$ cat src/core/lrp_params.svh
// offsets, field positions, reset values and timing counts of the reset/power block
`ifndef LRP_PARAMS_SVH
`define LRP_PARAMS_SVH

`define LRP_OFF_EXT_RST     8'h00
`define LRP_OFF_LINK_SIX    8'h04
`define LRP_OFF_LINK_SEVEN  8'h08
`define LRP_OFF_PWR_OPT     8'h0C
`define LRP_OFF_BM_A        8'h10
`define LRP_OFF_BM_B        8'h14
`define LRP_OFF_CCR_ZERO    8'h18
`define LRP_OFF_CCR_ONE     8'h1C
`define LRP_OFF_STATUS      8'h20
`define LRP_OFF_SRP_BASE    8'h40
`define LRP_SRP_SPAN_BITS   5

`define LRP_BIT_EXT_RST     0
`define LRP_BIT_HOLD        7
`define LRP_BIT_LOW_POWER_REQUEST_N_N      5
`define LRP_BIT_OSC_SEL     4
`define LRP_BIT_CARD_SOFT_RESET      7
`define LRP_BIT_CARD_POWER_DOWN      2

`define LRP_RST_LINK_SIX    8'h80
`define LRP_RST_LINK_SEVEN  8'h20
`define LRP_RST_ZERO        8'h00

`define LRP_CLK_MHZ         20
`define LRP_STARTUP_WAIT_US 200
`define LRP_STARTUP_CYC     (`LRP_STARTUP_WAIT_US * `LRP_CLK_MHZ)
`define LRP_OSC_SETTLE_US   2
`define LRP_OSC_SETTLE_CYC  (`LRP_OSC_SETTLE_US * `LRP_CLK_MHZ)
`define LRP_CLK_SETTLE_CYC  4
`define LRP_INIT_PULSE_CYC  8

`endif

$ cat src/core/lrp_pkg.sv
// types shared by the reset/power block
package lrp_pkg;

  typedef enum logic [1:0] {
    LRP_MODE_ISA = 2'h0,
    LRP_MODE_GPB = 2'h1,
    LRP_MODE_PCC = 2'h2,
    LRP_MODE_RSV = 2'h3
  } lrp_bus_mode_t;

  typedef enum logic [4:0] {
    LRP_ST_RUN      = 5'h01,
    LRP_ST_GATED    = 5'h02,
    LRP_ST_OSC_OFF  = 5'h04,
    LRP_ST_OSC_WAIT = 5'h08,
    LRP_ST_CLK_WAIT = 5'h10
  } lrp_pwr_state_t;

  typedef struct packed {
    logic        en;
    logic [7:0]  addr;
    logic [31:0] data;
    logic [3:0]  strb;
  } lrp_wreq_t;

  typedef struct packed {
    logic           osc_run;
    logic           clk_run;
    logic           clk_stable;
    lrp_pwr_state_t state;
  } lrp_clk_stat_t;

endpackage : lrp_pkg

$ cat src/core/lrp_axil_slave.sv
// AXI4-Lite slave front end: one write and one read at a time, answer one cycle later
module lrp_axil_slave
  import lrp_pkg::*;
(
  input  wire logic        clock,
  input  wire logic        srst,
  input  wire logic [7:0]  s_axi_awaddr,
  input  wire logic        s_axi_awvalid,
  output logic             s_axi_awready,
  input  wire logic [31:0] s_axi_wdata,
  input  wire logic [3:0]  s_axi_wstrb,
  input  wire logic        s_axi_wvalid,
  output logic             s_axi_wready,
  output logic [1:0]       s_axi_bresp,
  output logic             s_axi_bvalid,
  input  wire logic        s_axi_bready,
  input  wire logic [7:0]  s_axi_araddr,
  input  wire logic        s_axi_arvalid,
  output logic             s_axi_arready,
  output logic [31:0]      s_axi_rdata,
  output logic [1:0]       s_axi_rresp,
  output logic             s_axi_rvalid,
  input  wire logic        s_axi_rready,
  output lrp_wreq_t        wreq,
  output logic [7:0]       rd_addr,
  input  wire logic [31:0] rd_data,
  input  wire logic        wr_mapped,
  input  wire logic        rd_mapped
);
  logic [7:0] awaddr_r;
  logic [31:0] wdata_r;
  logic [3:0] wstrb_r;
  logic wr_go_r;

  wire aw_take = s_axi_awvalid & s_axi_awready;
  wire w_take  = s_axi_wvalid & s_axi_wready;
  wire both_in = ~s_axi_awready & ~s_axi_wready & ~s_axi_bvalid;
  wire ar_take = s_axi_arvalid & s_axi_arready;
  wire rd_go   = ~s_axi_arready & ~s_axi_rvalid;

  logic [7:0] araddr_r;

  assign wreq    = '{en: wr_go_r, addr: awaddr_r, data: wdata_r, strb: wstrb_r};
  assign rd_addr = araddr_r;

  always_ff @(posedge clock)
  begin
    if (srst)
    begin
      s_axi_awready <= 1'b1;
      s_axi_wready  <= 1'b1;
      s_axi_bvalid  <= 1'b0;
      s_axi_bresp   <= 2'h0;
      wr_go_r       <= 1'b0;
      awaddr_r      <= 8'h00;
      wdata_r       <= 32'h0000_0000;
      wstrb_r       <= 4'h0;
    end
    else
    begin
      wr_go_r <= 1'b0;
      if (aw_take)
      begin
        s_axi_awready <= 1'b0;
        awaddr_r      <= s_axi_awaddr;
      end
      if (w_take)
      begin
        s_axi_wready <= 1'b0;
        wdata_r      <= s_axi_wdata;
        wstrb_r      <= s_axi_wstrb;
      end
      if (both_in)
      begin
        // unmapped writes are dropped and answered with SLVERR
        wr_go_r      <= wr_mapped;
        s_axi_bvalid <= 1'b1;
        s_axi_bresp  <= wr_mapped ? 2'h0 : 2'h2;
      end
      if (s_axi_bvalid & s_axi_bready)
      begin
        s_axi_bvalid  <= 1'b0;
        s_axi_awready <= 1'b1;
        s_axi_wready  <= 1'b1;
      end
    end
  end

  always_ff @(posedge clock)
  begin
    if (srst)
    begin
      s_axi_arready <= 1'b1;
      s_axi_rvalid  <= 1'b0;
      s_axi_rdata   <= 32'h0000_0000;
      s_axi_rresp   <= 2'h0;
      araddr_r      <= 8'h00;
    end
    else
    begin
      if (ar_take)
      begin
        s_axi_arready <= 1'b0;
        araddr_r      <= s_axi_araddr;
      end
      if (rd_go)
      begin
        s_axi_rvalid <= 1'b1;
        s_axi_rdata  <= rd_mapped ? rd_data : 32'h0000_0000;
        s_axi_rresp  <= rd_mapped ? 2'h0 : 2'h2;
      end
      if (s_axi_rvalid & s_axi_rready)
      begin
        s_axi_rvalid  <= 1'b0;
        s_axi_arready <= 1'b1;
      end
    end
  end

endmodule : lrp_axil_slave

$ cat src/core/lrp_clk_seq.sv
// oscillator and clock-gate sequencer for standby and shutdown
`include "lrp_params.svh"
module lrp_clk_seq
  import lrp_pkg::*;
#(
  parameter int OSC_SETTLE_CYC = `LRP_OSC_SETTLE_CYC,
  parameter int CLK_SETTLE_CYC = `LRP_CLK_SETTLE_CYC
)
(
  input  wire logic    clock,
  input  wire logic    srst,
  input  wire logic    low_power_req,
  input  wire logic    osc_stop_sel,
  output lrp_clk_stat_t stat
);
  lrp_pwr_state_t state_r;
  lrp_pwr_state_t state_nxt;
  logic [11:0]    cnt_r;
  logic [11:0]    cnt_nxt;
  logic           osc_r;
  logic           clk_r;
  logic           stable_r;

  wire cnt_done = cnt_r == 12'h000;

  assign stat = '{osc_run: osc_r, clk_run: clk_r, clk_stable: stable_r, state: state_r};

  always_comb
  begin
    state_nxt = state_r;
    cnt_nxt   = cnt_done ? 12'h000 : cnt_r - 12'h001;
    case (state_r)
      LRP_ST_RUN:
        if (low_power_req)
          state_nxt = osc_stop_sel ? LRP_ST_OSC_OFF : LRP_ST_GATED;
      LRP_ST_GATED:
        if (!low_power_req)
        begin
          state_nxt = LRP_ST_CLK_WAIT;
          cnt_nxt   = 12'(CLK_SETTLE_CYC - 1);
        end
        else if (osc_stop_sel)
          state_nxt = LRP_ST_OSC_OFF;
      LRP_ST_OSC_OFF:
        if (!low_power_req)
        begin
          state_nxt = LRP_ST_OSC_WAIT;
          cnt_nxt   = 12'(OSC_SETTLE_CYC - 1);
        end
      LRP_ST_OSC_WAIT:
        if (cnt_done)
        begin
          state_nxt = LRP_ST_CLK_WAIT;
          cnt_nxt   = 12'(CLK_SETTLE_CYC - 1);
        end
      LRP_ST_CLK_WAIT:
        if (cnt_done)
          state_nxt = LRP_ST_RUN;
      default:
        state_nxt = LRP_ST_RUN;
    endcase
  end

  always_ff @(posedge clock)
  begin
    if (srst)
    begin
      state_r  <= LRP_ST_RUN;
      cnt_r    <= 12'h000;
      osc_r    <= 1'b1;
      clk_r    <= 1'b1;
      stable_r <= 1'b1;
    end
    else
    begin
      state_r  <= state_nxt;
      cnt_r    <= cnt_nxt;
      // oscillator first, then clocks, then logic: never run on an unsettled clock
      osc_r    <= state_nxt != LRP_ST_OSC_OFF;
      clk_r    <= state_nxt == LRP_ST_RUN || state_nxt == LRP_ST_CLK_WAIT;
      stable_r <= state_nxt == LRP_ST_RUN;
    end
  end

endmodule : lrp_clk_seq

$ cat src/core/lrp_top.sv
// reset and power-management control of the LAN controller, AXI4-Lite register access
`include "lrp_params.svh"
module lrp_top
  import lrp_pkg::*;
#(
  parameter int STARTUP_CYC    = `LRP_STARTUP_CYC,
  parameter int OSC_SETTLE_CYC = `LRP_OSC_SETTLE_CYC,
  parameter int CLK_SETTLE_CYC = `LRP_CLK_SETTLE_CYC,
  parameter int INIT_PULSE_CYC = `LRP_INIT_PULSE_CYC
)
(
  input  wire logic        clock,
  input  wire logic        srst,
  input  wire logic [1:0]  bus_mode_pin,
  input  wire logic [7:0]  s_axi_awaddr,
  input  wire logic        s_axi_awvalid,
  output logic             s_axi_awready,
  input  wire logic [31:0] s_axi_wdata,
  input  wire logic [3:0]  s_axi_wstrb,
  input  wire logic        s_axi_wvalid,
  output logic             s_axi_wready,
  output logic [1:0]       s_axi_bresp,
  output logic             s_axi_bvalid,
  input  wire logic        s_axi_bready,
  input  wire logic [7:0]  s_axi_araddr,
  input  wire logic        s_axi_arvalid,
  output logic             s_axi_arready,
  output logic [31:0]      s_axi_rdata,
  output logic [1:0]       s_axi_rresp,
  output logic             s_axi_rvalid,
  input  wire logic        s_axi_rready,
  output logic             lan_ctrl_init,
  output logic             xcvr_init,
  output logic             xcvr_power_down,
  output logic             card_cfg_init,
  output logic             mem_card_if_sel,
  output logic             osc_enable,
  output logic             clk_enable,
  output logic             startup_ready,
  output logic [7:0]       buffer_mgmt_reg_a,
  output logic [7:0]       buffer_mgmt_reg_b
);

  function automatic logic hit(input logic [7:0] addr, input logic [7:0] off);
    hit = addr == off;
  endfunction : hit

  function automatic logic [7:0] merge(input logic [7:0] old, input lrp_wreq_t w);
    merge = w.strb[0] ? w.data[7:0] : old;
  endfunction : merge

  lrp_wreq_t     wreq;
  lrp_clk_stat_t cstat;
  logic [7:0]    rd_addr;
  logic [31:0]   rd_data;
  logic [1:0]    mode_meta_r;
  logic [1:0]    mode_r;
  logic [7:0]    link_six_r;
  logic [7:0]    link_six_nxt;
  logic [7:0]    link_seven_r;
  logic [7:0]    link_seven_nxt;
  logic [7:0]    pwr_opt_r;
  logic [7:0]    pwr_opt_nxt;
  logic [7:0]    bm_a_nxt;
  logic [7:0]    bm_b_nxt;
  logic [7:0]    ccr_zero_r;
  logic [7:0]    ccr_zero_nxt;
  logic [7:0]    ccr_one_r;
  logic [7:0]    ccr_one_nxt;
  logic [7:0]    init_cnt_r;
  logic [12:0]   start_cnt_r;
  logic          io_card_sel;
  logic          wr_mapped;
  logic          rd_mapped;

  lrp_axil_slave u_bus (
    .clock         (clock),
    .srst          (srst),
    .s_axi_awaddr  (s_axi_awaddr),
    .s_axi_awvalid (s_axi_awvalid),
    .s_axi_awready (s_axi_awready),
    .s_axi_wdata   (s_axi_wdata),
    .s_axi_wstrb   (s_axi_wstrb),
    .s_axi_wvalid  (s_axi_wvalid),
    .s_axi_wready  (s_axi_wready),
    .s_axi_bresp   (s_axi_bresp),
    .s_axi_bvalid  (s_axi_bvalid),
    .s_axi_bready  (s_axi_bready),
    .s_axi_araddr  (s_axi_araddr),
    .s_axi_arvalid (s_axi_arvalid),
    .s_axi_arready (s_axi_arready),
    .s_axi_rdata   (s_axi_rdata),
    .s_axi_rresp   (s_axi_rresp),
    .s_axi_rvalid  (s_axi_rvalid),
    .s_axi_rready  (s_axi_rready),
    .wreq          (wreq),
    .rd_addr       (rd_addr),
    .rd_data       (rd_data),
    .wr_mapped     (wr_mapped),
    .rd_mapped     (rd_mapped)
  );

  // mode straps come from pins
  wire is_isa  = mode_r == LRP_MODE_ISA;
  wire is_card = mode_r == LRP_MODE_PCC;

  // address decode for the pending write (held in the slave until the answer is taken)
  wire wa_ext   = hit(wreq.addr, `LRP_OFF_EXT_RST);
  wire wa_six   = hit(wreq.addr, `LRP_OFF_LINK_SIX);
  wire wa_seven = hit(wreq.addr, `LRP_OFF_LINK_SEVEN);
  wire wa_popt  = hit(wreq.addr, `LRP_OFF_PWR_OPT);
  wire wa_bma   = hit(wreq.addr, `LRP_OFF_BM_A);
  wire wa_bmb   = hit(wreq.addr, `LRP_OFF_BM_B);
  wire wa_card_config_reg_zero  = hit(wreq.addr, `LRP_OFF_CCR_ZERO);
  wire wa_card_config_reg_one  = hit(wreq.addr, `LRP_OFF_CCR_ONE);
  wire wa_srp   = wreq.addr[7:`LRP_SRP_SPAN_BITS] ==
                  3'(`LRP_OFF_SRP_BASE >> `LRP_SRP_SPAN_BITS);
  wire wa_card  = wa_card_config_reg_zero | wa_card_config_reg_one;
  wire wa_stat  = hit(wreq.addr, `LRP_OFF_STATUS);

  // soft reset ports and card registers exist only in their own bus mode
  assign wr_mapped = wa_ext | wa_six | wa_seven | wa_popt | wa_bma | wa_bmb | wa_stat
                 | (wa_srp & is_isa) | (wa_card & is_card);

  wire ra_srp  = rd_addr[7:`LRP_SRP_SPAN_BITS] == 3'(`LRP_OFF_SRP_BASE >> `LRP_SRP_SPAN_BITS);
  wire ra_card = hit(rd_addr, `LRP_OFF_CCR_ZERO) | hit(rd_addr, `LRP_OFF_CCR_ONE);
  assign rd_mapped = hit(rd_addr, `LRP_OFF_EXT_RST) | hit(rd_addr, `LRP_OFF_LINK_SIX)
                 | hit(rd_addr, `LRP_OFF_LINK_SEVEN) | hit(rd_addr, `LRP_OFF_PWR_OPT)
                 | hit(rd_addr, `LRP_OFF_BM_A) | hit(rd_addr, `LRP_OFF_BM_B)
                 | hit(rd_addr, `LRP_OFF_STATUS) | (ra_srp & is_isa)
                 | (ra_card & is_card);

  // reset sources
  wire ext_rst   = wreq.en & wa_ext & wreq.strb[0]
                 & wreq.data[`LRP_BIT_EXT_RST];
  wire port_rst  = wreq.en & wa_srp & is_isa;
  wire card_srst = is_card & ccr_zero_r[`LRP_BIT_CARD_SOFT_RESET];
  wire full_rst  = ext_rst | card_srst;
  wire ctrl_rst  = full_rst | port_rst;

  wire hold      = link_six_r[`LRP_BIT_HOLD];
  wire low_pwr   = ~link_seven_r[`LRP_BIT_LOW_POWER_REQUEST_N_N];
  wire init_act  = ctrl_rst | (init_cnt_r != 8'h00);

  lrp_clk_seq #(
    .OSC_SETTLE_CYC (OSC_SETTLE_CYC),
    .CLK_SETTLE_CYC (CLK_SETTLE_CYC)
  ) u_seq (
    .clock         (clock),
    .srst          (srst),
    .low_power_req (low_pwr),
    .osc_stop_sel  (pwr_opt_r[`LRP_BIT_OSC_SEL]),
    .stat          (cstat)
  );

  assign osc_enable = cstat.osc_run;
  assign clk_enable = cstat.clk_run;

  always_comb
  begin
    link_six_nxt   = link_six_r;
    link_seven_nxt = link_seven_r;
    pwr_opt_nxt    = pwr_opt_r;
    bm_a_nxt       = buffer_mgmt_reg_a;
    bm_b_nxt       = buffer_mgmt_reg_b;
    ccr_zero_nxt   = ccr_zero_r;
    ccr_one_nxt    = ccr_one_r;
    if (wreq.en)
    begin
      if (wa_six)
        link_six_nxt = merge(link_six_r, wreq);
      if (wa_seven)
        link_seven_nxt = merge(link_seven_r, wreq);
      if (wa_popt)
        pwr_opt_nxt = merge(pwr_opt_r, wreq);
      if (wa_bma)
        bm_a_nxt = merge(buffer_mgmt_reg_a, wreq);
      if (wa_bmb)
        bm_b_nxt = merge(buffer_mgmt_reg_b, wreq);
      if (wa_card_config_reg_zero & is_card)
        ccr_zero_nxt = merge(ccr_zero_r, wreq);
      if (wa_card_config_reg_one & is_card)
        ccr_one_nxt = merge(ccr_one_r, wreq);
    end
    // controller registers go to reset values; the buffer pair survives port resets
    if (ctrl_rst)
    begin
      link_six_nxt   = `LRP_RST_LINK_SIX;
      link_seven_nxt = `LRP_RST_LINK_SEVEN;
      pwr_opt_nxt    = `LRP_RST_ZERO;
    end
    if (full_rst)
    begin
      bm_a_nxt    = `LRP_RST_ZERO;
      bm_b_nxt    = `LRP_RST_ZERO;
      ccr_one_nxt = `LRP_RST_ZERO;
    end
    // soft-reset bit clears the rest of its register but not itself
    if (card_srst)
      ccr_zero_nxt = ccr_zero_nxt & (8'h01 << `LRP_BIT_CARD_SOFT_RESET);
    if (ext_rst)
      ccr_zero_nxt = `LRP_RST_ZERO;
    // in card mode the standby bit is slaved to card power-down; host writes to it are lost
    if (is_card)
      link_seven_nxt[`LRP_BIT_LOW_POWER_REQUEST_N_N] = ~ccr_one_nxt[`LRP_BIT_CARD_POWER_DOWN];
  end

  always_ff @(posedge clock)
  begin
    mode_meta_r <= bus_mode_pin;
    mode_r      <= mode_meta_r;
  end

  always_ff @(posedge clock)
  begin
    if (srst)
    begin
      link_six_r        <= `LRP_RST_LINK_SIX;
      link_seven_r      <= `LRP_RST_LINK_SEVEN;
      pwr_opt_r         <= `LRP_RST_ZERO;
      buffer_mgmt_reg_a <= `LRP_RST_ZERO;
      buffer_mgmt_reg_b <= `LRP_RST_ZERO;
      ccr_zero_r        <= `LRP_RST_ZERO;
      ccr_one_r         <= `LRP_RST_ZERO;
    end
    else
    begin
      link_six_r        <= link_six_nxt;
      link_seven_r      <= link_seven_nxt;
      pwr_opt_r         <= pwr_opt_nxt;
      buffer_mgmt_reg_a <= bm_a_nxt;
      buffer_mgmt_reg_b <= bm_b_nxt;
      ccr_zero_r        <= ccr_zero_nxt;
      ccr_one_r         <= ccr_one_nxt;
    end
  end

  // a single-cycle reset write is stretched so downstream logic sees a real pulse
  always_ff @(posedge clock)
  begin
    if (srst)
      init_cnt_r <= 8'(INIT_PULSE_CYC);
    else if (ctrl_rst)
      init_cnt_r <= 8'(INIT_PULSE_CYC);
    else if (init_cnt_r != 8'h00)
      init_cnt_r <= init_cnt_r - 8'h01;
  end

  always_ff @(posedge clock)
  begin
    if (srst)
    begin
      lan_ctrl_init   <= 1'b1;
      xcvr_init       <= 1'b1;
      xcvr_power_down <= 1'b1;
      card_cfg_init   <= 1'b1;
    end
    else
    begin
      lan_ctrl_init   <= init_act | hold | ~cstat.clk_stable;
      xcvr_init       <= init_act | ~cstat.clk_stable;
      // stays down until the clocks are stable again, also while waking
      xcvr_power_down <= hold | low_pwr | ~cstat.clk_stable;
      card_cfg_init   <= full_rst;
    end
  end

  // memory interface after any full reset; I/O interface once the host configures the card
  always_ff @(posedge clock)
  begin
    if (srst)
      mem_card_if_sel <= 1'b1;
    else if (full_rst)
      mem_card_if_sel <= 1'b1;
    else if (wreq.en & wa_card_config_reg_zero & is_card & ~wreq.data[`LRP_BIT_CARD_SOFT_RESET])
      mem_card_if_sel <= 1'b0;
  end

  assign io_card_sel = ~mem_card_if_sel;

  // status only: the host must itself respect the start-up wait
  always_ff @(posedge clock)
  begin
    if (srst)
    begin
      start_cnt_r   <= 13'(STARTUP_CYC);
      startup_ready <= 1'b0;
    end
    else if (init_act | ~cstat.clk_stable)
    begin
      start_cnt_r   <= 13'(STARTUP_CYC);
      startup_ready <= 1'b0;
    end
    else if (start_cnt_r != 13'h0000)
      start_cnt_r <= start_cnt_r - 13'h0001;
    else
      startup_ready <= 1'b1;
  end

  wire [31:0] status_word = {18'h00000, startup_ready, io_card_sel, xcvr_power_down,
                             lan_ctrl_init, cstat.clk_stable, cstat.osc_run,
                             cstat.clk_run, cstat.state[4:0], mode_r};

  assign rd_data = hit(rd_addr, `LRP_OFF_LINK_SIX)   ? {24'h000000, link_six_r}
                 : hit(rd_addr, `LRP_OFF_LINK_SEVEN) ? {24'h000000, link_seven_r}
                 : hit(rd_addr, `LRP_OFF_PWR_OPT)    ? {24'h000000, pwr_opt_r}
                 : hit(rd_addr, `LRP_OFF_BM_A)       ? {24'h000000, buffer_mgmt_reg_a}
                 : hit(rd_addr, `LRP_OFF_BM_B)       ? {24'h000000, buffer_mgmt_reg_b}
                 : hit(rd_addr, `LRP_OFF_CCR_ZERO)   ? {24'h000000, ccr_zero_r}
                 : hit(rd_addr, `LRP_OFF_CCR_ONE)    ? {24'h000000, ccr_one_r}
                 : hit(rd_addr, `LRP_OFF_STATUS)     ? status_word
                 : 32'h0000_0000;

endmodule : lrp_top

$ cat config.mk
export PLATFORM = sky130hd
export DESIGN_NAME = lrp_top
export DESIGN_NICKNAME = d
export VERILOG_FILES = /design/src/core/lrp_pkg.sv /design/src/core/lrp_axil_slave.sv /design/src/core/lrp_clk_seq.sv /design/src/core/lrp_top.sv
export VERILOG_INCLUDE_DIRS = /design/src /design/src/core
export SDC_FILE = /design/constraint.sdc
export NUM_CORES = 1
export LEC_CHECK = 0
export BUFFER_PORTS_ARGS = -buffer_cell sky130_fd_sc_hd__buf_2
export CORE_ASPECT_RATIO = 0.5
export CORE_MARGIN = 5
export CORE_UTILIZATION = 28
export CTS_CLUSTER_SIZE = 30
export DETAILED_ROUTE_END_ITERATION = 6
export PLACE_DENSITY = 0.55
export SYNTH_ARGS = -nofsm -noshare
export SYNTH_HDL_FRONTEND = slang
export SYNTH_SLANG_ARGS = --single-unit
$ cat constraint.sdc
create_clock -name clock -period 3.5 [get_ports clock]
set_clock_uncertainty 0.2 [all_clocks]
set_input_delay 0.175 -clock clock [delete_from_list [all_inputs] [get_ports clock]]
set_output_delay 0.175 -clock clock [all_outputs]
set_load 0.005 [all_outputs]
==> results of run 1 <==
registers in the layout (all words and copies together), names as in the netlist, 2 cells and up:
register and cells:
u_bus.s_axi_rdata 14, start_cnt_r 13, u_seq.cnt_r 12, buffer_mgmt_reg_a 8, buffer_mgmt_reg_b 8, ccr_one_r 8
ccr_zero_r 8, init_cnt_r 8, link_seven_r 8, link_six_r 8, pwr_opt_r 8, u_bus.awaddr_r 8
u_bus.rd_addr 8, u_bus.wdata_r 8, u_seq.state_r 5, mode_meta_r 2, mode_r 2
per-layer routing:
layer | vias to the layer above | routed length [um]
met4 | 0 | 356
met3 | 23 | 823
met5 | - | 0
li1 | 3015 | -
met1 | 2893 | 8860
met2 | 123 | 8860
metrics by stage:
step	instance area, um^2	utilization
floorplan	7080	-
global placement	7610	0.313
detailed placement	7610	0.313
CTS	8720	0.359
global route	8720	0.359
finish	8720	0.359
power by group through the flow:
stage	Clock [mW]	Sequential [mW]	Combinational [mW]
3_3_place_gp	0	2.04	0.689
3_5_place_dp	0	2.04	0.701
6_report	1.80	2.00	0.751
5_1_grt	1.92	2.03	0.863
4_1_cts	1.84	2.00	0.754
2_1_floorplan	0	1.99	0.592
placed cells by master (no fill, tap or decap), types with 4 or more instances in the layout:
| cell type | n |
|---|---|
| nand3b_1 | 7 |
| nor3_1 | 23 |
| buf_2 | 78 |
| nor4_1 | 8 |
| nand2_1 | 81 |
| o31a_1 | 6 |
| buf_4 | 9 |
| inv_6 | 5 |
| and3_1 | 6 |
| o21ai_0 | 20 |
| xor2_1 | 10 |
| nor2_2 | 8 |
| or3_1 | 7 |
| a22oi_1 | 6 |
| a211oi_1 | 4 |
| ha_1 | 5 |
| nor4b_1 | 4 |
| nand3_1 | 53 |
| xnor2_1 | 15 |
| nor2_1 | 106 |
| dfxtp_1 | 154 |
| nand2b_1 | 18 |
| conb_1 | 20 |
| a22o_1 | 6 |
| or2_2 | 4 |
| dlygate4sd3_1 | 54 |
| a221oi_1 | 6 |
| mux2i_1 | 59 |
| a21oi_1 | 54 |
| nand4b_1 | 4 |
| clkbuf_16 | 17 |
| nor3b_1 | 6 |
| a21boi_0 | 8 |
| inv_1 | 13 |
| nor2b_1 | 8 |
synthesized netlist by cell type, types with 10 or more instances:
cell	instances
a21oi_1	54
xor2_1	10
nand2_1	81
o21ai_0	20
nor2_1	106
dfxtp_1	154
nand3_1	53
clkbuf_1	38
nand2b_1	18
xnor2_1	15
buf_4	20
inv_1	13
nor3_1	23
mux2i_1	59
logic make-up (layout without fill, tap and decap cells):
logic type               count (synthesis)  count (layout)  share of synthesized area
AO/OA/AOI/OAI                          125             125                      0.115
XOR/XNOR                                25              25                     0.0312
adder cells (fa/ha/maj)                  5               5                    0.00893
buffers and inverters                   84             187                     0.0577
flip-flops                             154             154                      0.440
multiplexers                            59              59                     0.0843
other                                    1              20                   0.000535
AND/OR/NAND/NOR                        366             366                      0.263
worst max-delay path: stages (launching register included):
cell and delay [ns]:
dfxtp_1 0.37, nor3_2 0.58, nand2_1 0.27, nor2_1 0.44, a221oi_1 0.21, o31a_1 0.33
final timing paths:
| path | from | to | cells past startpoint |
|---|---|---|---|
| hold reg to reg | mode_meta_r[0] | mode_r[0] | 0 |
| setup reg to reg | u_bus.rd_addr[7] | u_bus.s_axi_rdata[1] | 5 |
| setup / recovery | u_bus.rd_addr[7] | u_bus.s_axi_rdata[1] | 5 |
| hold / removal | mode_meta_r[0] | mode_r[0] | 0 |
cell type report:
type / count / area [um^2] / area share
Clock inverter: 15 / 150 / 0.0172
Timing Repair Buffer: 141 / 998 / 0.114
Multi-Input combinational cell: 600 / 3590 / 0.412
Sequential cell: 154 / 3080 / 0.353
Inverter: 14 / 52.6 / 0.00602
Tap cell: 336 / 420 / 0.0482
Clock buffer: 17 / 425 / 0.0488
what timing repair did:
action                                 CTS  global route
hold buffers                            54             0
buffers inserted                         0             0
endpoints found under the hold margin   38             0
==> impl_metrics.toml, run 1 <==
[run_status]
outcome = "complete, no violations"

[timing]
report.final.slew_viol_count = 0
period_minus_slack_ns = 2.51
fmaxAchievable_mhz = 398
final-setup-viol-count = 0
fin_ws_ns = 0.986
slew_headroom = 0.518
worstMarginPinSlew_ns = 0.722
setup-tns-final_ns = 0
hold_ws_ns = 0.131
rsz0062_at_grt = "false"
hold_violations = 0
timing.final.crit_share = 0.718

[drt]
num_vias = 6054
drt-total-wl_um = 18900
drc = 0
drt_iter0_markers = 358
drt_pass1_iterations = 5
viasPerCell = 4.74
wl_per_cell_um = 14.8
ant_nets = 0

[synth]
synth_cells = 819
synth.area.top_cells = "dfxtp_1 44%, mux2i_1 8.4%, nor2_1 5.7%, nand2_1 4.3%, a21oi_1 3.9%"
syn_area_um2 = 7010
synth_top_area_share = 0.440
synth_edf_count = 0
yosysSeqAreaShare = 0.440
synth_ff_type = "dfxtp_1"
async_reset_ff_frac = 0
synth_cell_types = 60
synth_top_cell_by_area = "dfxtp_1"
yosysWarnings = 0
synthesis.area_per_instance_um2 = 8.56
ys_ff_latch = 154

[grt]
grt_pass1_wl_um = 31000
grt_start_max_net_pins = 34
grt.met1_usage = 0.173
antenna_found_initial = 0
use_met3 = 0.0321
grt_pass1_vias = 5941
grt.busiest_layer = "met2"
use_met2 = 0.226
grt_use_total = 0.136
grt_overflow_total = 0

[clock_tree]
numClockSinks = 154
cts-root-buf = "clkbuf_16"
cts_tree = "done"
path_clk_slew_ns = 0.07
cts_max_level = 4
clock_latency_ns = 0.43
post_cts_resize_count = 0
clockBufferDepth = 2
cts_buffers = 17

[layout]
num_antenna_cells = 0
synthToLayoutAreaGrowth_pct = 24.5
final_cells = 1277
drive_above_1_share = 0.153
n_fill_cell = 2472
fin_nets = 994

[power]
seqPwrFrac = 0.440
p_per_area_nw_per_um2 = 522
p_switching_mw = 1.40
netSwitchingFraction = 0.307
leakagePower_nw = 3.45
p_int_mw = 3.16
ir_drop_mv = 0.346
pwr-share-comb = 0.165
power_mw = 4.55
clkPwrFrac = 0.395

[worst_setup_path]
crit_type = "reg -> reg"
end_kind = "flip-flop"
worst_ep_arrival_time_ns = 2.63
required_ns = 3.62
crit_path_max_fanout = 10
cp-start-kind = "flip-flop"
r2r_setup_slack_ns = 0.99

[floorplan]
die_h_um = 122
dieArea_um2 = 28500
core_area_um2 = 24300
initial_utilization = 0.288
row_count = 40
io_pins = 126
die_w_um = 234

[placed_design]
place.gp.congestion = 0.801
port_buffers = 78
pre_cts_ws_ns = 1.06
hpwl_um = 13300
dp_cells = 1191

[hold_path]
hp-class = "reg -> reg"

[run]
cap_violations = 0
Note: power is estimated with default switching activity, not from simulation.
==> inputs of run 2 (changes only) <==
--- a/config.mk
+++ b/config.mk
@@ -12,7 +12,7 @@
 export CORE_UTILIZATION = 28
 export CTS_CLUSTER_SIZE = 30
 export DETAILED_ROUTE_END_ITERATION = 6
-export PLACE_DENSITY = 0.55
+export PLACE_DENSITY = 0.56
 export SYNTH_ARGS = -nofsm -noshare
 export SYNTH_HDL_FRONTEND = slang
 export SYNTH_SLANG_ARGS = --single-unit
==> constraint.sdc (replaced) <==
create_clock -name clock -period 2.3 [get_ports clock]
set_clock_uncertainty 0.2 [all_clocks]
set_input_delay 0.115 -clock clock [delete_from_list [all_inputs] [get_ports clock]]
set_output_delay 0.115 -clock clock [all_outputs]
set_load 0.005 [all_outputs]
==> run 2 against run 1 <==
Global-route usage is 0.40 points higher. Largest cell class unchanged. Power is 50% higher. Sequential cell count unchanged. Count of clock-buffer cells in the layout grew 4. Core utilization grew 1.1 points. Sequential share of layout area shrank 1.0 points. Critical path depth rose by 1. Setup slack got worse by 0.90 ns. Hold slack worse by 0.038 ns. Non-clock buffer count is 31 higher.
==> impl_metrics.toml, run 2 (synthesis results as in run 1) <==
[worst_setup_path]
cp_common_cell = "buf_12"
crit_type = "reg -> reg"
r2r_setup_slack_ns = 0.09
critPathMaxStageDelay_ns = 0.58
worst_ep_arrival_time_ns = 2.34
cp-start-kind = "flip-flop"
cpMaxStageDelayCell = "or4b_4"
r2r-end = "pwr_opt_r[3]"
reg2reg_from = "u_bus.awaddr_r[0]"
crit_path_max_fanout = 24
rr_worst_depth = 6
end_kind = "flip-flop"
path_cells = "or4b_4, o311ai_4, buf_12, or2_2, buf_12, nor2_1"
required_ns = 2.42

[power]
leakagePower_nw = 3.61
p_per_area_nw_per_um2 = 760
ir_drop_mv = 0.490

[layout]
fin_nets = 1025
fin_util = 0.370
largest_reg_flops = 14
synthToLayoutAreaGrowth_pct = 28.3
drive_above_1_share = 0.182
final_common_cell = "dfxtp_1"
num_antenna_cells = 0
layout_common_cells = "152 x dfxtp_1, 106 x nor2_1, 81 x nand2_1"
top_regs = "u_bus.s_axi_rdata: 14 flops, start_cnt_r: 13 flops, u_seq.cnt_r: 12 flops"
top_register = "u_bus.s_axi_rdata"

[floorplan]
initial_utilization = 0.288
die_w_um = 234
core_area_um2 = 24300
dieArea_um2 = 28500
row_count = 40
die_h_um = 122
io_pins = 126

[run_status]
outcome = "complete, no violations"

[timing]
report.final.slew_viol_count = 0
rsz0062_at_grt = "false"
setup-tns-final_ns = 0
final-setup-viol-count = 0
slew_headroom = 0.540
period_minus_slack_ns = 2.21
worstMarginPinSlew_ns = 0.689
fmaxAchievable_mhz = 451
timing.final.crit_share = 0.963
hold_violations = 0

[clock_tree]
clock_latency_ns = 0.43
cts-root-buf = "clkbuf_16"
cts_max_level = 4
cts_buffers = 17
cts_tree = "done"
path_clk_slew_ns = 0.06
numClockSinks = 154
clockBufferDepth = 2

[run]
cap_violations = 0

[grt]
grt.met1_usage = 0.184
use_met2 = 0.229
grt_use_total = 0.140
grt_overflow_total = 0
use_met3 = 0.0300
grt_start_max_net_pins = 36
grt_pass1_vias = 6035
grt_pass1_wl_um = 31600
grt.busiest_layer = "met2"
antenna_found_initial = 0

[drt]
viasPerCell = 4.70
wl_per_cell_um = 15.1
drt-total-wl_um = 19800
ant_nets = 0
drc = 0
num_vias = 6152
drt_iter0_markers = 414
drt_pass1_iterations = 4

[hold_path]
worst_hold_path.num_cells = 4
holdPathEnd = "u_bus.rd_addr[6]"
holdCritStartpoint = "s_axi_arvalid"
hp-class = "in -> reg"

[placed_design]
place.gp.congestion = 0.821
hpwl_um = 13900
port_buffers = 78
## run 2: worst max-delay path: cells and delay by family, from the launching register on
kind	cells	cell delay, ns
AO/OA/AOI/OAI	1	0.37
flip-flops	1	0.35
buffers and inverters	2	0.37
AND/OR/NAND/NOR	3	0.79
## run 2: what timing repair did
item / in CTS / in global routing
gates cloned: 0 / 1
setup buffers: 0 / 1
setup endpoints to repair: 7 / 25
gates resized for setup: 1 / 4
hold endpoints to repair: 33 / 0
hold buffers: 52 / 0
pin swaps: 0 / 1
## run 2: cell type report
type                       instances  area, um^2
clock buffer                      21         440
clock inverter                    11        75.1
fill                            2495       15300
inverter                          14        55.1
multi-input combinational        600        3620
sequential                       154        3090
tap                              336         420
timing repair buffer             172        1290
## run 2: per-stage QoR
step	cell area [um^2]	instances	hold WS, ns	power, mW	setup slack (ns)
2_1_floorplan	7080	838	-0.0573	3.93	-0.0178
3_3_place_gp	7890	1222	0.0337	4.22	0.0357
3_5_place_dp	7890	1222	0.0313	4.26	-0.0384
4_1_cts	8930	1306	0.0695	6.87	0.0258
5_1_grt	8990	1308	0.145	7.21	0.00277
6_report	8990	1308	0.0938	6.83	0.0851
## run 2: worst max-delay path by stage
stage	start	endpoint	slack (ns)	depth (start not counted)
global placement	u_bus.rd_addr[7]	u_bus.s_axi_rdata[5]	0.04	5
global route	u_bus.awaddr_r[0]	lan_ctrl_init	0.003	6
detailed placement	u_bus.rd_addr[7]	u_bus.s_axi_rdata[6]	-0.04	5
floorplan	u_bus.awaddr_r[7]	buffer_mgmt_reg_b[2]	-0.02	6
finish	u_bus.awaddr_r[0]	pwr_opt_r[3]	0.09	6
CTS	u_bus.awaddr_r[7]	link_six_r[1]	0.03	6
## run 2: routing by layer
metal | part of all wire | vias to the layer above | routed length (um)
met3 | 0.036 | 20 | 711
li1 | - | 3074 | -
met4 | 0.016 | 0 | 324
met1 | 0.47 | 2968 | 9390
met2 | 0.47 | 90 | 9370
met5 | 0 | - | 0
## run 2: power by group
group	switching (mW)	internal [mW]	total, mW
Clock	1.15	1.38	2.53
Combinational	0.698	0.577	1.28
Sequential	0.171	2.85	3.02
Total	2.02	4.81	6.83
==> inputs of run 3 (changes only) <==
--- a/config.mk
+++ b/config.mk
@@ -7,12 +7,16 @@
 export NUM_CORES = 1
 export LEC_CHECK = 0
 export BUFFER_PORTS_ARGS = -buffer_cell sky130_fd_sc_hd__buf_2
+export CELL_PAD_IN_SITES_DETAIL_PLACEMENT = 0
+export CELL_PAD_IN_SITES_GLOBAL_PLACEMENT = 1
 export CORE_ASPECT_RATIO = 0.5
 export CORE_MARGIN = 5
 export CORE_UTILIZATION = 28
 export CTS_CLUSTER_SIZE = 30
 export DETAILED_ROUTE_END_ITERATION = 6
-export PLACE_DENSITY = 0.56
+export MAX_ROUTING_LAYER = met4
+export PLACE_DENSITY = 0.68
+export SKIP_CTS_REPAIR_TIMING = 1
 export SYNTH_ARGS = -nofsm -noshare
 export SYNTH_HDL_FRONTEND = slang
 export SYNTH_SLANG_ARGS = --single-unit
==> run 3 against run 2 <==
Cell count barely moved. Sequential cell count did not move. Critical path depth did not move. Setup slack got worse by 0.018 ns. Sequential share of layout area fell by 0.27 points. Hold slack got worse by 0.011 ns. Count of clock-buffer cells in the layout fell by 4.
==> impl_metrics.toml, run 3 (synthesis results as in run 1) <==
[timing]
worstMarginPinSlew_ns = 0.700
period_minus_slack_ns = 2.23
hold_violations = 0
timing.final.crit_share = 0.971
report.final.slew_viol_count = 0
final-setup-viol-count = 0
slew_headroom = 0.532
rsz0062_at_grt = "true"
fmaxAchievable_mhz = 448
setup-tns-final_ns = 0

[run_status]
outcome = "complete, no violations"

[layout]
fin_nets = 1024
num_antenna_cells = 0
n_fill_cell = 2479
layout_common_cells = "152 x dfxtp_1, 106 x nor2_1, 81 x nand2_1"
multiInputGateArea_um2 = 3620
regArea_um2 = 3090
synthToLayoutAreaGrowth_pct = 29.3
top_register = "u_bus.s_axi_rdata"
largest_reg_flops = 14
final_common_cell = "dfxtp_1"
fin_util = 0.372
drive_above_1_share = 0.181
top_regs = "u_bus.s_axi_rdata: 14 flops, start_cnt_r: 13 flops, u_seq.cnt_r: 12 flops"

[floorplan]
row_count = 40
core_area_um2 = 24300
die_w_um = 234
dieArea_um2 = 28500
initial_utilization = 0.288
die_h_um = 122
io_pins = 126

[clock_tree]
cts_max_level = 4
path_clk_slew_ns = 0.07
numClockSinks = 154
cts_tree = "done"
clockBufferDepth = 2
clock_latency_ns = 0.44
cts_buffers = 17
cts-root-buf = "clkbuf_16"

[power]
leakagePower_nw = 3.63
p_per_area_nw_per_um2 = 795
ir_drop_mv = 0.471

[worst_setup_path]
cp-start-kind = "flip-flop"
crit_type = "reg -> reg"
crit_path_max_fanout = 8
reg2reg_from = "u_bus.awaddr_r[7]"
required_ns = 2.43
r2r-end = "buffer_mgmt_reg_b[1]"
end_kind = "flip-flop"
rr_worst_depth = 6
worst_ep_arrival_time_ns = 2.36
r2r_setup_slack_ns = 0.07

[drt]
drt_pass1_iterations = 4
drt-total-wl_um = 19600
viasPerCell = 4.67
ant_nets = 0
wl_per_cell_um = 15.0
num_vias = 6103
drt_iter0_markers = 381
drc = 0

[placed_design]
port_buffers = 78
place.gp.congestion = 0.869
hpwl_um = 14100

[grt]
grt_overflow_total = 0
grt_pass1_vias = 5942
grt_start_max_net_pins = 35
antenna_found_initial = 0
grt_use_total = 0.141
grt_pass1_wl_um = 30700

[hold_path]
hp-class = "in -> reg"
holdPathEnd = "u_bus.rd_addr[0]"
holdCritStartpoint = "s_axi_arvalid"
worst_hold_path.num_cells = 4

[run]
cap_violations = 0
run 3: cell count changes in the layout (fill, tap and decap cells not counted), moves of 3 or more:
cell,before,now
buf_4,37,33
clkbuf_1,4,0
clkinv_2,5,1
clkinv_4,3,0
dlygate4sd3_1,52,56
inv_6,1,6
inv_8,0,4
run 3: cell type report:
type,instances,share of cell area
tap,336,0.0464
timing repair buffer,171,0.141
clock buffer,17,0.0470
multi-input combinational,600,0.399
sequential,154,0.341
clock inverter,15,0.0196
inverter,14,0.00580
run 3: power by group:
part / switching [mW] / internal (mW) / leakage [nW] / total [mW]
Clock: 1.26 / 1.65 / 0.293 / 2.91
Combinational: 0.689 / 0.579 / 2.09 / 1.27
Sequential: 0.172 / 2.85 / 1.25 / 3.02
run 3: layer usage:
metal / share of wire / track usage / up-vias
li1: - / - / 3077
met1: 0.48 / 0.178 / 2921
met2: 0.47 / 0.222 / 83
met3: 0.034 / 0.0326 / 22
met4: 0.017 / 0.0502 / 0
met5: 0 / - / -
run 3: worst max path at each step:
stage / slack [ns] / from / depth (start not counted) / endpoint
CTS: -0.04 / u_bus.rd_addr[7] / 5 / u_bus.s_axi_rdata[4]
finish: 0.07 / u_bus.awaddr_r[7] / 6 / buffer_mgmt_reg_b[1]
floorplan: -0.02 / u_bus.awaddr_r[7] / 6 / buffer_mgmt_reg_b[2]
global route: -0.01 / u_bus.awaddr_r[7] / 6 / buffer_mgmt_reg_b[6]
detailed placement: -0.03 / u_bus.rd_addr[7] / 5 / u_bus.s_axi_rdata[4]
global placement: -0.002 / u_bus.rd_addr[7] / 5 / u_bus.s_axi_rdata[0]
run 3: worst max-delay path: stages, from the launching register on:
cell and delay (ns):
dfxtp_2 0.34, or4b_4 0.60, or2_4 0.30, nor4_4 0.22, buf_12 0.20, mux2i_2 0.23, nor2_2 0.04
run 3: per-stage QoR:
| stage | total power, mW | cells | setup WS (ns) | hold slack, ns | instance area (um^2) |
|---|---|---|---|---|---|
| after floorplan | 3.93 | 838 | -0.0178 | -0.0573 | 7080 |
| after global placement | 4.23 | 1219 | -0.00187 | 0.0184 | 7870 |
| after detailed placement | 4.26 | 1219 | -0.0265 | 0.0223 | 7870 |
| after CTS | 7.23 | 1251 | -0.0420 | -0.450 | 8470 |
| after global routing | 7.60 | 1307 | -0.0146 | 0.114 | 9060 |
| final | 7.20 | 1307 | 0.0666 | 0.0827 | 9060 |
